===== src/core/timing_pin_pkg.sv =====
// constants, types and field layout for the timing pin multiplexer
package timing_pin_pkg;

    localparam int unsigned PIN_COUNT  = 6;
    localparam int unsigned ADDR_BITS  = 8;

    // register byte offsets
    localparam logic [7:0] CTRL_OFFSET   = 8'h00;
    localparam logic [7:0] PIN_OE_OFFSET = 8'h04;
    localparam logic [7:0] STROBE_OFFSET = 8'h08;
    localparam logic [7:0] STATUS_OFFSET = 8'h0c;

    // control and strobe fields
    localparam int unsigned CTRL_SCAN_EN_BIT   = 0;
    localparam int unsigned CTRL_ANALOG_SEL_BIT = 1;
    localparam int unsigned CTRL_PRETRIG_BIT   = 2;
    localparam int unsigned STROBE_LEVEL_BIT   = 0;

    // status fields
    localparam int unsigned STATUS_PIN_LSB   = 0;
    localparam int unsigned STATUS_DIR0_BIT  = 6;
    localparam int unsigned STATUS_DIR1_BIT  = 7;
    localparam int unsigned STATUS_STATE_LSB = 8;

    // general io lines that steer counter direction
    localparam int unsigned COUNTER0_DIR_LINE = 6;
    localparam int unsigned COUNTER1_DIR_LINE = 7;

    // reset values
    localparam logic [2:0]           CTRL_RESET   = 3'h0;
    localparam logic [PIN_COUNT-1:0] PIN_OE_RESET = 6'h00;
    localparam logic                 STROBE_RESET = 1'b1;

    // pulse widths
    localparam int unsigned CLOCK_PERIOD_NS = 10;
    localparam int unsigned PULSE_WIDTH_NS  = 50;
    localparam int unsigned PULSE_CYCLES    =
        (PULSE_WIDTH_NS + CLOCK_PERIOD_NS - 1) / CLOCK_PERIOD_NS;

    // pulse channel indices
    localparam int unsigned PULSE_COUNT    = 5;
    localparam int unsigned PULSE_START    = 0;
    localparam int unsigned PULSE_REF      = 1;
    localparam int unsigned PULSE_CONVERT  = 2;
    localparam int unsigned PULSE_UPDATE   = 3;
    localparam int unsigned PULSE_SCAN     = 4;

    // acquisition phase, one-hot
    typedef enum logic [2:0] {
        ACQ_IDLE = 3'b001,
        ACQ_PRE  = 3'b010,
        ACQ_POST = 3'b100
    } acq_state_t;

    // internal timing events from the acquisition and counter logic
    typedef struct packed {
        logic acq_start;
        logic ref_start;
        logic acq_done;
        logic conv_start;
        logic sample_done;
        logic update;
        logic ctr1_source;
        logic ctr1_gate;
        logic ctr1_out;
    } timing_events_t;

    // timing signals presented to the connector
    typedef struct packed {
        logic acquisition_start_trigger;
        logic reference_trigger;
        logic conversion_strobe_n;
        logic counter1_source_echo;
        logic counter1_gate_echo;
        logic update_strobe_n;
    } pin_drive_t;

endpackage


===== src/core/pulse_gen.sv =====
// fixed-width active-high pulse started by a one-cycle fire
`timescale 1ns/1ps
module pulse_gen #(
    parameter int unsigned CYCLES = 1
) (
    input  wire logic clock,
    input  wire logic rst,
    input  wire logic fire,
    output logic      pulse_ff
);
    logic [7:0] count_ff;

    always_ff @(posedge clock or posedge rst) begin
        if (rst) begin
            count_ff <= 8'h00;
            pulse_ff <= 1'b0;
        end else if (fire) begin
            count_ff <= 8'(CYCLES - 1);
            pulse_ff <= 1'b1;
        end else if (count_ff != 8'h00) begin
            count_ff <= count_ff - 8'h01;
        end else begin
            pulse_ff <= 1'b0;
        end
    end
endmodule


===== src/core/timing_pin_io_mux.sv =====
// connector timing pin multiplexer with ahb-lite register slave
//
// The implementer's own choices: the address map and the AHB-Lite slave port.
`timescale 1ns/1ps
module timing_pin_io_mux (
    input  wire logic                                   clock,
    input  wire logic                                   rst,
    // ahb-lite slave
    input  wire logic                                   hsel,
    input  wire logic [31:0]                            haddr,
    input  wire logic [1:0]                             htrans,
    input  wire logic                                   hwrite,
    input  wire logic [2:0]                             hsize,
    input  wire logic [31:0]                            hwdata,
    input  wire logic                                   hready,
    output logic [31:0]                                 hrdata,
    output logic                                        hreadyout,
    output logic                                        hresp,
    // internal timing sources
    input  wire timing_pin_pkg::timing_events_t         events,
    // function pins
    input  wire logic [timing_pin_pkg::PIN_COUNT-1:0]   pin_in,
    output logic [timing_pin_pkg::PIN_COUNT-1:0]        pin_out,
    output logic [timing_pin_pkg::PIN_COUNT-1:0]        pin_oe,
    // dedicated outputs
    output logic                                        per_conversion_pulse,
    output logic                                        software_strobe_n,
    output logic                                        counter1_output,
    // routing side
    output logic [timing_pin_pkg::PIN_COUNT-1:0]        routing_level,
    output logic                                        analog_trigger_sel,
    // general io taps
    input  wire logic [7:0]                             general_io_lines,
    output logic                                        counter0_up_down,
    output logic                                        counter1_up_down
);
    localparam int unsigned NP = timing_pin_pkg::PIN_COUNT;

    // bus state
    logic                  pend_ff;
    logic                  pend_write_ff;
    logic [7:0]            pend_addr_ff;
    logic [31:0]           hrdata_ff;
    logic                  hreadyout_ff;

    // software registers
    logic [2:0]            ctrl_ff;
    logic [NP-1:0]         pin_oe_ff;
    logic                  strobe_ff;

    // block state
    timing_pin_pkg::acq_state_t acq_ff;
    timing_pin_pkg::acq_state_t nxt_acq;
    logic [NP-1:0]         pin_out_ff;
    logic [NP-1:0]         routing_ff;
    logic                  analog_sel_ff;
    logic                  ctr1_out_ff;
    logic                  dir0_ff;
    logic                  dir1_ff;

    // pulse channels
    logic [timing_pin_pkg::PULSE_COUNT-1:0] fire;
    logic [timing_pin_pkg::PULSE_COUNT-1:0] pulse;
    timing_pin_pkg::pin_drive_t drive;

    logic                  addr_take;
    logic [31:0]           read_word;
    logic                  scan_en;
    logic                  analog_sel;
    logic                  pretrig;

    assign scan_en    = ctrl_ff[timing_pin_pkg::CTRL_SCAN_EN_BIT];
    assign analog_sel = ctrl_ff[timing_pin_pkg::CTRL_ANALOG_SEL_BIT];
    assign pretrig    = ctrl_ff[timing_pin_pkg::CTRL_PRETRIG_BIT];

    // address phase accepted
    assign addr_take = hsel && htrans[1] && hready;

    // read mux, used in the wait cycle of the data phase
    always_comb begin
        read_word = 32'h0000_0000;
        case (pend_addr_ff)
            timing_pin_pkg::CTRL_OFFSET: begin
                read_word[2:0] = ctrl_ff;
            end
            timing_pin_pkg::PIN_OE_OFFSET: begin
                read_word[NP-1:0] = pin_oe_ff;
            end
            timing_pin_pkg::STROBE_OFFSET: begin
                read_word[timing_pin_pkg::STROBE_LEVEL_BIT] = strobe_ff;
            end
            timing_pin_pkg::STATUS_OFFSET: begin
                read_word[timing_pin_pkg::STATUS_PIN_LSB +: NP] = routing_ff;
                read_word[timing_pin_pkg::STATUS_DIR0_BIT] = dir0_ff;
                read_word[timing_pin_pkg::STATUS_DIR1_BIT] = dir1_ff;
                read_word[timing_pin_pkg::STATUS_STATE_LSB +: 3] = acq_ff;
            end
            default: begin
                read_word = 32'h0000_0000;
            end
        endcase
    end

    // ahb-lite handshake: one wait state in every data phase
    always_ff @(posedge clock or posedge rst) begin
        if (rst) begin
            pend_ff       <= 1'b0;
            pend_write_ff <= 1'b0;
            pend_addr_ff  <= 8'h00;
            hreadyout_ff  <= 1'b1;
        end else if (pend_ff) begin
            pend_ff       <= 1'b0;
            hreadyout_ff  <= 1'b1;
        end else if (addr_take) begin
            pend_ff       <= 1'b1;
            pend_write_ff <= hwrite;
            pend_addr_ff  <= haddr[7:0];
            hreadyout_ff  <= 1'b0;
        end
    end

    // read data loaded in the wait cycle
    always_ff @(posedge clock or posedge rst) begin
        if (rst) begin
            hrdata_ff <= 32'h0000_0000;
        end else if (pend_ff && !pend_write_ff) begin
            hrdata_ff <= read_word;
        end
    end

    // control register
    always_ff @(posedge clock or posedge rst) begin
        if (rst) begin
            ctrl_ff <= timing_pin_pkg::CTRL_RESET;
        end else if (pend_ff && pend_write_ff &&
                     pend_addr_ff == timing_pin_pkg::CTRL_OFFSET) begin
            ctrl_ff <= hwdata[2:0];
        end
    end

    // pin driver enables, all off after reset
    always_ff @(posedge clock or posedge rst) begin
        if (rst) begin
            pin_oe_ff <= timing_pin_pkg::PIN_OE_RESET;
        end else if (pend_ff && pend_write_ff &&
                     pend_addr_ff == timing_pin_pkg::PIN_OE_OFFSET) begin
            pin_oe_ff <= hwdata[NP-1:0];
        end
    end

    // software strobe level, changed by writes only
    always_ff @(posedge clock or posedge rst) begin
        if (rst) begin
            strobe_ff <= timing_pin_pkg::STROBE_RESET;
        end else if (pend_ff && pend_write_ff &&
                     pend_addr_ff == timing_pin_pkg::STROBE_OFFSET) begin
            strobe_ff <= hwdata[timing_pin_pkg::STROBE_LEVEL_BIT];
        end
    end

    // acquisition phase tracking
    always_comb begin
        nxt_acq = acq_ff;
        case (acq_ff)
            timing_pin_pkg::ACQ_IDLE: begin
                if (events.acq_start) begin
                    nxt_acq = pretrig ? timing_pin_pkg::ACQ_PRE
                                      : timing_pin_pkg::ACQ_POST;
                end
            end
            timing_pin_pkg::ACQ_PRE: begin
                if (events.acq_done) begin
                    nxt_acq = timing_pin_pkg::ACQ_IDLE;
                end else if (events.ref_start) begin
                    nxt_acq = timing_pin_pkg::ACQ_POST;
                end
            end
            timing_pin_pkg::ACQ_POST: begin
                if (events.acq_done) begin
                    nxt_acq = timing_pin_pkg::ACQ_IDLE;
                end
            end
            default: begin
                nxt_acq = timing_pin_pkg::ACQ_IDLE;
            end
        endcase
    end

    always_ff @(posedge clock or posedge rst) begin
        if (rst) begin
            acq_ff <= timing_pin_pkg::ACQ_IDLE;
        end else begin
            acq_ff <= nxt_acq;
        end
    end

    // pulse triggers
    always_comb begin
        fire = '0;
        // start of sequence, or of pretrigger conversions
        fire[timing_pin_pkg::PULSE_START] =
            events.acq_start && acq_ff == timing_pin_pkg::ACQ_IDLE;
        // only a pretrigger sequence gives the reference trigger meaning
        fire[timing_pin_pkg::PULSE_REF] =
            events.ref_start && acq_ff == timing_pin_pkg::ACQ_PRE;
        fire[timing_pin_pkg::PULSE_CONVERT] = events.conv_start;
        fire[timing_pin_pkg::PULSE_UPDATE]  = events.update;
        // rises when the sampled input is released
        fire[timing_pin_pkg::PULSE_SCAN] =
            events.sample_done && scan_en;
    end

    genvar g;
    generate
        for (g = 0; g < timing_pin_pkg::PULSE_COUNT; g++) begin : g_pulse
            pulse_gen #(
                .CYCLES (timing_pin_pkg::PULSE_CYCLES)
            ) u_pulse (
                .clock    (clock),
                .rst      (rst),
                .fire     (fire[g]),
                .pulse_ff (pulse[g])
            );
        end
    endgenerate

    // assigned timing signal for each function pin
    always_comb begin
        drive.acquisition_start_trigger = pulse[timing_pin_pkg::PULSE_START];
        drive.reference_trigger         = pulse[timing_pin_pkg::PULSE_REF];
        drive.conversion_strobe_n       = !pulse[timing_pin_pkg::PULSE_CONVERT];
        drive.counter1_source_echo      = events.ctr1_source;
        drive.counter1_gate_echo        = events.ctr1_gate;
        drive.update_strobe_n           = !pulse[timing_pin_pkg::PULSE_UPDATE];
    end

    // pin 0 is bit 5 of the struct, pin 5 is bit 0
    always_ff @(posedge clock or posedge rst) begin
        if (rst) begin
            pin_out_ff <= 6'h3f;
        end else begin
            pin_out_ff <= {<<{drive}};
        end
    end

    // function pin levels broadcast to every routing selector, pin 0 forced low while analog_sel is set
    always_ff @(posedge clock or posedge rst) begin
        if (rst) begin
            routing_ff    <= '0;
            analog_sel_ff <= 1'b0;
        end else begin
            routing_ff    <= pin_in;
            routing_ff[0] <= pin_in[0] && !analog_sel;
            analog_sel_ff <= analog_sel;
        end
    end

    // counter output and direction taps
    always_ff @(posedge clock or posedge rst) begin
        if (rst) begin
            ctr1_out_ff <= 1'b0;
            dir0_ff     <= 1'b0;
            dir1_ff     <= 1'b0;
        end else begin
            ctr1_out_ff <= events.ctr1_out;
            // sampled only, nothing driven back onto the lines
            dir0_ff <=
                general_io_lines[timing_pin_pkg::COUNTER0_DIR_LINE];
            dir1_ff <=
                general_io_lines[timing_pin_pkg::COUNTER1_DIR_LINE];
        end
    end

    assign hrdata               = hrdata_ff;
    assign hreadyout            = hreadyout_ff;
    assign hresp                = 1'b0;
    assign pin_out              = pin_out_ff;
    assign pin_oe               = pin_oe_ff;
    assign per_conversion_pulse = pulse[timing_pin_pkg::PULSE_SCAN];
    assign software_strobe_n    = strobe_ff;
    assign counter1_output      = ctr1_out_ff;
    assign routing_level        = routing_ff;
    assign analog_trigger_sel   = analog_sel_ff;
    assign counter0_up_down     = dir0_ff;
    assign counter1_up_down     = dir1_ff;
endmodule


===== config.mk =====
export PLATFORM = sky130hd
export DESIGN_NAME = timing_pin_io_mux
export DESIGN_NICKNAME = d
export VERILOG_FILES = /design/src/core/timing_pin_pkg.sv /design/src/core/pulse_gen.sv /design/src/core/timing_pin_io_mux.sv
export SDC_FILE = /design/constraint.sdc
export NUM_CORES = 1
export LEC_CHECK = 0
export BUFFER_PORTS_ARGS = -buffer_cell sky130_fd_sc_hd__buf_2
export CORE_UTILIZATION = 50
export CTS_CLUSTER_SIZE = 24
export DETAILED_ROUTE_END_ITERATION = 7
export GPL_ROUTABILITY_DRIVEN = 0
export PLACE_DENSITY = 0.89
export SYNTH_ARGS = -nofsm -noshare
export SYNTH_HDL_FRONTEND = slang
export SYNTH_SLANG_ARGS = --single-unit

===== constraint.sdc =====
create_clock -name clock -period 3.6 [get_ports clock]
set_input_delay 0.72 -clock clock [delete_from_list [all_inputs] [get_ports clock]]
set_output_delay 0.72 -clock clock [all_outputs]
set_load 0.005 [all_outputs]

==> results of run 1 <==
routing by layer:
metal	vias to the layer above	GRT usage	part of all wire
met1	1682	0.262	0.41
li1	1601	-	-
met3	14	0.0516	0.047
met5	-	0	0
met2	107	0.384	0.52
met4	0	0.0809	0.020
through the flow:
stage	worst slack [ns]	cell area, µm²
2_1_floorplan	0.390	4550
3_3_place_gp	1.60	4870
3_5_place_dp	1.48	4870
4_1_cts	1.47	5030
5_1_grt	1.36	5030
6_report	1.47	5030
kinds of logic (layout without fill, tap and decap cells):
group                    count (synthesis)  in the layout  share of synthesized area
multiplexers                            29             29                     0.0745
other                                    1             22                   0.000839
adder cells (fa/ha/maj)                  5              5                     0.0140
AND/OR/NAND/NOR                        135            135                      0.181
AO/OA/AOI/OAI                           89             89                      0.123
flip-flops                              96             96                      0.540
buffers and inverters                   57            112                     0.0666
registers in the layout, summed over array words and instances (netlist names), 3 cells and up:
register	cells
pend_addr_ff	8
pin_out	6
routing_level	6
acq_ff	3
g_pulse.u_pulse.count_ff	40
ctrl_ff	3
hrdata	11
pin_oe	6
g_pulse.u_pulse.pulse_ff	5
final cells by class:
| type | instances | area, µm² |
|---|---|---|
| Inverter | 22 | 83.8 |
| Timing Repair Buffer | 77 | 398 |
| Multi-Input combinational cell | 280 | 1840 |
| Clock buffer | 11 | 131 |
| Clock inverter | 2 | 35.0 |
| Tap cell | 108 | 135 |
| Fill cell | 722 | 3650 |
| Sequential cell | 96 | 2410 |
placed cells by master, fill, tap and decap left out, types with 3 or more instances in the layout:
| master | instances |
|---|---|
| a2111o_1 | 3 |
| a211oi_1 | 4 |
| a21o_1 | 5 |
| a21oi_1 | 28 |
| buf_2 | 72 |
| buf_4 | 5 |
| clkbuf_8 | 9 |
| conb_1 | 22 |
| dfrtp_1 | 87 |
| dfstp_2 | 9 |
| ha_1 | 5 |
| inv_1 | 21 |
| mux2_2 | 24 |
| mux2i_1 | 4 |
| nand2_1 | 31 |
| nand3_1 | 8 |
| nand4_1 | 3 |
| nand4b_1 | 3 |
| nor2_1 | 11 |
| nor2b_1 | 6 |
| nor3_1 | 19 |
| nor4_1 | 5 |
| o21ai_0 | 27 |
| o31ai_1 | 9 |
| or3_1 | 12 |
| or3b_2 | 6 |
| or4_1 | 8 |
| or4b_1 | 3 |
power by group:
part / internal (mW) / switching [mW] / total, mW
logic: 0.445 / 0.488 / 0.932
registers: 1.34 / 0.298 / 1.64
clock network: 0.310 / 0.337 / 0.647
total: 2.10 / 1.12 / 3.22
path summary, 6_finish.rpt:
path	to	cells after the start	slack (ns)	startpoint
setup / recovery	g_pulse[4].u_pulse.count_ff[6]	5	1.47	g_pulse[4].u_pulse.count_ff[0]
hold / removal	pin_out[2]	1	0.37	g_pulse[2].u_pulse.pulse_ff
setup reg to reg	g_pulse[4].u_pulse.count_ff[6]	5	1.47	g_pulse[4].u_pulse.count_ff[0]
hold reg to reg	pin_out[2]	1	0.37	g_pulse[2].u_pulse.pulse_ff
max in group asynchronous	hreadyout	3	2.23	rst
min in group asynchronous	g_pulse[0].u_pulse.count_ff[6]	2	0.55	rst
==> reports/results.tsv, run 1 <==
metric	value	unit
# H-tree levels	3	
number of DRC markers in iteration 0	232	
Crit Path Class	reg2reg	
Final ANT Viol Nets	0	
Syn Area/Cell	10.8	µm²
postcts setup bufs	0	
number of buffers created by CTS	9	
Worst Hold Margin	0.373	ns
Slew Viols, Final	0	
layout net count	588	
layout cells sized above 1	0.281	
Cells after DPL	583	
max cap viols	0	
HPWL Detailed	6.77	mm
setup TNS	0	ns
CP cell instances	inv_1 > ha_1 > or4b_1 > or4b_1 > a21oi_1	
slowest cell on the critical path	or4b_1	
CP peak stage delay	0.56	ns
synth top area cells	dfrtp_1 49%, mux2_2 6.0%, dfstp_2 5.3%	
CP dominant cell by count	or4b_1	
worst-margin pin slew	0.941	ns
pwr dens	640	nW/µm²
DR vias	3404	
Worst Path Buf+Inv	1	
RSZ-0062 raised after global routing	no	
ys flop type	dfrtp_1	
clock latency on the worst-skew pair	0.35	ns
Synth area leader	dfrtp_1	
first-pass iteration count of the detailed router	4	
diode count	0	
die area	9320	µm²
I/O pins	155	
GRT Resource Usage Total	0.219	
via/cell ratio	5.71	
grt ovf	0	
row cnt	34	
first-pass GRT wire length	15.6	mm
Setup violations, final	0	
post-CTS sizing	0	
Tcrit/Tclk final	0.593	
Setup Skew	0.0112	ns
Required @ worst endpoint	3.88	ns
Final Hold Vio Count	0	
Top Family by Delay on Critical Path	simple AND/OR/NAND/NOR gates	
Hold Path Class	reg2reg	
synth-to-layout area growth	12.6	%
CTS sink cnt	96	
Port Buffers	72	
Finished Core Util	0.580	
Worst Setup Start Kind	register	
largest net degree at the start of global routing	58	
Gate Count Post-Synth	412	
Leak	2.31	nW
Ys Warns	0	
CTS tree	built	
post-synth top area share	0.487	
chip width	96.5	µm
Max FO, Critical Path	8	
sequential area share after synthesis	0.540	
#FFs+latches synth	96	
Hold-fix buffers, CTS	0	
Layout Cells excl Fill	596	
Post-synth EDFFs	0	
fmax	0.468	GHz
DRC	0	
Initial Utilization	0.515	
Arrival @ worst endpoint	2.42	ns
count leader, synth	dfrtp_1	
Cell variety after synth	56	
Routed WL	9.20	mm
Total Power	3.22	mW
Peak VDD IR	0.368	mV
Die H	96.5	µm
Max-slew headroom	0.372	
Reg clk slew, reported paths	0.09	ns
crit end category	register	
initial antenna violation count	0	
Async SR Flop Fraction	1.00	
clk buf depth	2	
status	finished, final reports clean	
CTS root buf	clkbuf_8	
vias in the first global route	3447	
top post-synthesis cells by count	87 x dfrtp_1, 31 x nand2_1, 28 x a21oi_1	
core area	8680	µm²
wire per inst	15.4	µm
mapped cell area	4470	µm²
final critical-path required period	2.13	ns
Power figures use the tool's default switching activity.
==> inputs of run 2 (changes only) <==
==> constraint.sdc (replaced) <==
create_clock -name clock -period 2.1 [get_ports clock]
set_input_delay 0.42 -clock clock [delete_from_list [all_inputs] [get_ports clock]]
set_output_delay 0.42 -clock clock [all_outputs]
set_load 0.005 [all_outputs]
==> reports/results.tsv, run 2 (synthesis gave the netlist of run 1 again) <==
metric	value	unit	change
status	finished, final reports clean		
worst-margin pin slew	0.766	ns	-0.175 ns
Peak VDD IR	0.501	mV	+36%
CTS tree	built		
Routed WL	8.90	mm	-3.3%
max reg flops	40		unchanged
Reg clk slew, reported paths	0.09	ns	about the same
clk buf depth	2		unchanged
Worst Setup Start Kind	register		
Layout Cells excl Fill	602		+1.0%
launching point of the worst reg2reg path	pend_addr_ff[4]		
core area	8680	µm²	unchanged
Leak	2.34	nW	+1.0%
Max-slew headroom	0.484		+0.113
slowest cell on the critical path	nor4_2		
Setup violations, final	0		unchanged
setup TNS	0	ns	unchanged
DR vias	3362		-1.2%
Final Hold Vio Count	0		unchanged
row cnt	34		unchanged
grt ovf	0		unchanged
commonest non-fill, non-tap cell in the layout	dfrtp_1		
layout cells sized above 1	0.289		+0.00874
Crit Path Class	reg2reg		
first-pass iteration count of the detailed router	4		unchanged
Cells after DPL	586		+0.51%
Tcrit/Tclk final	0.948		+0.355
Reg with most FFs	g_pulse.u_pulse.count_ff		
Initial Utilization	0.515		unchanged
Required @ worst endpoint	2.34	ns	-1.54 ns
CP peak stage delay	0.59	ns	+0.03 ns
FILL cells	730		+1.1%
Worst Hold Margin	0.124	ns	-0.249 ns
vias in the first global route	3211		-6.8%
Hold-fix buffers, CTS	0		unchanged
largest net degree at the start of global routing	49		-16%
commonest cells after routing, fill and taps aside	87 x dfrtp_1, 72 x buf_2, 31 x nand2_1		
GRT Resource Usage Total	0.210		-0.00883
Port Buffers	72		unchanged
initial antenna violation count	0		unchanged
wire per inst	14.8	µm	-4.2%
Top Family by Delay on Critical Path	simple AND/OR/NAND/NOR gates		
CP cell instances	nor4_2 > nand4_1 > mux2_2		
synth-to-layout area growth	13.9	%	
reg2reg end	pin_oe[2]		
first-pass GRT wire length	14.8	mm	-5.1%
fmax	0.503	GHz	+7.3%
crit end category	register		
pwr dens	1090	nW/µm²	+71%
Register Area	2410	µm²	unchanged
Setup Skew	0.0133	ns	+0.00214 ns
diode count	0		unchanged
die area	9320	µm²	unchanged
number of DRC markers in iteration 0	159		-31%
Final ANT Viol Nets	0		unchanged
CTS root buf	clkbuf_8		
postcts setup bufs	0		unchanged
number of buffers created by CTS	9		unchanged
max cap viols	0		unchanged
Die H	96.5	µm	unchanged
FF-to-FF path depth	3		-2
Worst Path Buf+Inv	0		-1
Arrival @ worst endpoint	2.23	ns	-0.19 ns
Hold Path Class	in2async		
RSZ-0062 raised after global routing	no		
via/cell ratio	5.58		-2.2%
CP startpoint	pend_addr_ff[4]		
I/O pins	155		unchanged
footprint of the multi-input gates	1840	µm²	unchanged
chip width	96.5	µm	unchanged
HPWL Detailed	6.52	mm	-3.6%
critical path endpoint	pin_oe[2]		
Max FO, Critical Path	6		-2
R2R Setup Slk	0.11	ns	-1.36 ns
DRC	0		unchanged
Slew Viols, Final	0		unchanged
final critical-path required period	1.99	ns	-0.145 ns
clock latency on the worst-skew pair	0.36	ns	about the same
post-CTS sizing	0		unchanged
CTS sink cnt	96		unchanged
# H-tree levels	3		unchanged
layout net count	591		+0.51%
Critical Path Stages	3		-2
-- run 2: per-layer routing --
layer,wire length (µm),GRT usage,up-vias
met5,0,0,-
li1,-,-,1606
met3,441,0.0477,9
met2,4500,0.357,100
met4,119,0.0809,0
met1,3840,0.261,1647
-- run 2: per-stage QoR --
step | setup slack (ns) | power (mW) | area, µm² | util
final | 0.110 | 5.55 | 5090 | 0.586
after detailed placement | 0.112 | 4.44 | 4900 | 0.565
after global routing | 0.00550 | 5.95 | 5090 | 0.586
after CTS | 0.0871 | 5.58 | 5090 | 0.586
after floorplan | 0.205 | 3.98 | 4550 | -
after global placement | 0.180 | 4.29 | 4900 | 0.565
-- run 2: power by group --
part,switching [mW],total [mW],internal (mW)
Clock,0.606,1.13,0.528
Sequential,0.480,2.78,2.30
Combinational,0.849,1.64,0.788
-- run 2: area by class of cell --
class | count | area share
clock inverter | 2 | 0.00246
inverter | 22 | 0.0170
clock buffer | 14 | 0.0339
multi-input combinational | 280 | 0.361
timing repair buffer | 80 | 0.0851
tap | 108 | 0.0266
sequential | 96 | 0.474
-- run 2: worst min-delay path by stage --
stage	from	endpoint	slack, ns	depth (start not counted)
global placement	g_pulse[2].u_pulse.pulse_ff	pin_out[2]	0.36	1
global route	events[1]	pin_out[4]	0.14	1
finish	rst	g_pulse[3].u_pulse.count_ff[4]	0.12	2
CTS	rst	g_pulse[3].u_pulse.count_ff[4]	0.13	2
floorplan	g_pulse[2].u_pulse.pulse_ff	pin_out[2]	0.35	1
detailed placement	g_pulse[2].u_pulse.pulse_ff	pin_out[2]	0.37	1
-- run 2: worst register-to-register path, stage by stage, from the launching register on --
cell,delay [ns]
dfrtp_1,0.39
nor4_2,0.59
nand4_1,0.48
mux2_2,0.41
==> inputs of run 3 (changes only) <==
--- a/config.mk
+++ b/config.mk
@@ -6,6 +6,7 @@
 export NUM_CORES = 1
 export LEC_CHECK = 0
 export BUFFER_PORTS_ARGS = -buffer_cell sky130_fd_sc_hd__buf_2
+export CORE_MARGIN = 4
 export CORE_UTILIZATION = 50
 export CTS_CLUSTER_SIZE = 24
 export DETAILED_ROUTE_END_ITERATION = 7
==> constraint.sdc (replaced) <==
create_clock -name clock -period 2.1 [get_ports clock]
set_input_delay 0.42 -clock clock [delete_from_list [all_inputs] [get_ports clock]]
set_output_delay 0.42 -clock clock [all_outputs]
set_load 0.1 [all_outputs]
==> reports/results.tsv, run 3 (synthesis gave the netlist of run 1 again) <==
metric	value	unit	change
status	finished, final reports clean		
setup TNS	0	ns	unchanged
number of DRC markers in iteration 0	200		+26%
die area	10500	µm²	+13%
FF-to-FF path depth	3		unchanged
max cap viols	0		unchanged
grt ovf	0		unchanged
Reg clk slew, reported paths	0.09	ns	about the same
HPWL Detailed	6.82	mm	+4.5%
Crit Path Class	reg2reg		
Routed WL	9.41	mm	+5.7%
launching point of the worst reg2reg path	pend_addr_ff[4]		
I/O pins	155		unchanged
first-pass iteration count of the detailed router	4		unchanged
Final Hold Vio Count	0		unchanged
Reg with most FFs	g_pulse.u_pulse.count_ff		
Internal Dissipation	3.71	mW	+2.7%
commonest non-fill, non-tap cell in the layout	dfrtp_1		
DR vias	3420		+1.7%
CTS tree	built		
pwr dens	1240	nW/µm²	+13%
fmax	0.502	GHz	about the same
GRT Resource Usage Total	0.185		-0.0254
Worst Setup Start Kind	register		
Tcrit/Tclk final	0.948		about the same
register share of total power	0.443		-0.058
combinational power share	0.360		+0.065
number of buffers created by CTS	9		unchanged
DRC	0		unchanged
Design Area, Final	5100	µm²	+0.22%
initial antenna violation count	0		unchanged
max reg flops	40		unchanged
Setup violations, final	0		unchanged
chip width	103	µm	+6.2%
clk buf depth	2		unchanged
commonest cells after routing, fill and taps aside	87 x dfrtp_1, 72 x buf_2, 31 x nand2_1		
Slew Viols, Final	0		unchanged
Peak VDD IR	0.860	mV	+72%
wire per inst	15.7	µm	+6.1%
diode count	0		unchanged
Final ANT Viol Nets	0		unchanged
CP startpoint	pend_addr_ff[4]		
Leak	2.34	nW	+0.25%
Finished Core Util	0.585		-0.00157
Initial Utilization	0.512		-0.00251
largest net degree at the start of global routing	95		+94%
CTS sink cnt	96		unchanged
core area	8720	µm²	+0.49%
vias in the first global route	3345		+4.2%
clock latency on the worst-skew pair	0.36	ns	about the same
layout cells sized above 1	0.291		+0.00118
R2R Setup Slk	0.11	ns	about the same
via/cell ratio	5.70		+2.1%
Setup Skew	0.00671	ns	-0.00663 ns
Arrival @ worst endpoint	2.24	ns	about the same
Net Sw Power	2.59	mW	+34%
Port Buffers	72		unchanged
# H-tree levels	3		unchanged
CTS root buf	clkbuf_8		
Sw Share	0.411		+0.0626
worst-margin pin slew	0.666	ns	-0.101 ns
reg2reg end	pin_oe[4]		
first-pass GRT wire length	15.5	mm	+4.8%
crit end category	register		
Max FO, Critical Path	6		unchanged
Die H	103	µm	+6.2%
synth-to-layout area growth	14.1	%	
RSZ-0062 raised after global routing	no		
final critical-path required period	1.99	ns	+0.000912 ns
Clock power frac	0.198		-0.006
layout net count	589		-0.34%
Cell Area, Placed	4890	µm²	-0.31%
Hold Path Class	in2async		
Max-slew headroom	0.552		+0.0677
Required @ worst endpoint	2.35	ns	about the same
row cnt	34		unchanged
==> run 3: cell count changes in the layout (fill, tap and decap cells not counted), sizes merged <==
cell	before	now
buf	80	78
clkinvlp	2	1
clkbuf	14	12
bufinv	0	1
clkinv	1	3
==> run 3: cell type report <==
class                           instances  area (µm²)
Sequential cell                        96        2410
Multi-Input combinational cell        280        1840
Tap cell                              108         135
Clock inverter                          4        52.6
Clock buffer                           12         155
Fill cell                             705        3620
Inverter                               22        86.3
Timing Repair Buffer                   78         418
==> run 3: through the flow <==
step	total power [mW]	instances	setup slack, ns	hold slack (ns)
after global placement	4.90	584	0.218	0.360
after CTS	6.31	600	0.103	0.100
after detailed placement	5.06	584	0.116	0.372
after global routing	6.69	600	0.00753	0.0967
final	6.31	600	0.109	0.109
after floorplan	4.60	433	0.205	0.348
==> run 3: worst max path at each step <==
stage                                                end  slack, ns  cells past startpoint
final                                          pin_oe[4]       0.11                      3
after global routing                           pin_oe[4]      0.008                      3
after detailed placement                       pin_oe[4]       0.12                      3
after global placement                         pin_oe[0]       0.22                      3
after CTS                                      pin_oe[4]       0.10                      3
after floorplan           g_pulse[4].u_pulse.count_ff[6]       0.21                      5
==> run 3: power groups by stage <==
stage	clock, mW	combinational (mW)	sequential [mW]
6_report	1.25	2.27	2.79
5_1_grt	1.34	2.48	2.87
4_1_cts	1.26	2.27	2.78
3_5_place_dp	0	2.25	2.81
3_3_place_gp	0	2.13	2.76
2_1_floorplan	0	1.49	3.10
==> run 3: worst max-delay path, stage by stage (launching register included) <==
cell	delay, ns
dfrtp_1	0.40
nor4_2	0.54
nand4_1	0.50
mux2_2	0.43
==> run 3: layer usage <==
layer	global-route usage	vias to the layer above	routed length [µm]
met5	0	-	0
met4	0.0686	0	172
met3	0.0311	17	471
met2	0.323	109	4890
met1	0.231	1696	3880
li1	-	1598	-
==> run 3: repair_timing <==
action,4_1_cts,5_1_grt
gates resized for setup,0,1
endpoints found under the setup margin,0,1
hold buffers,0,0
setup buffers,0,0
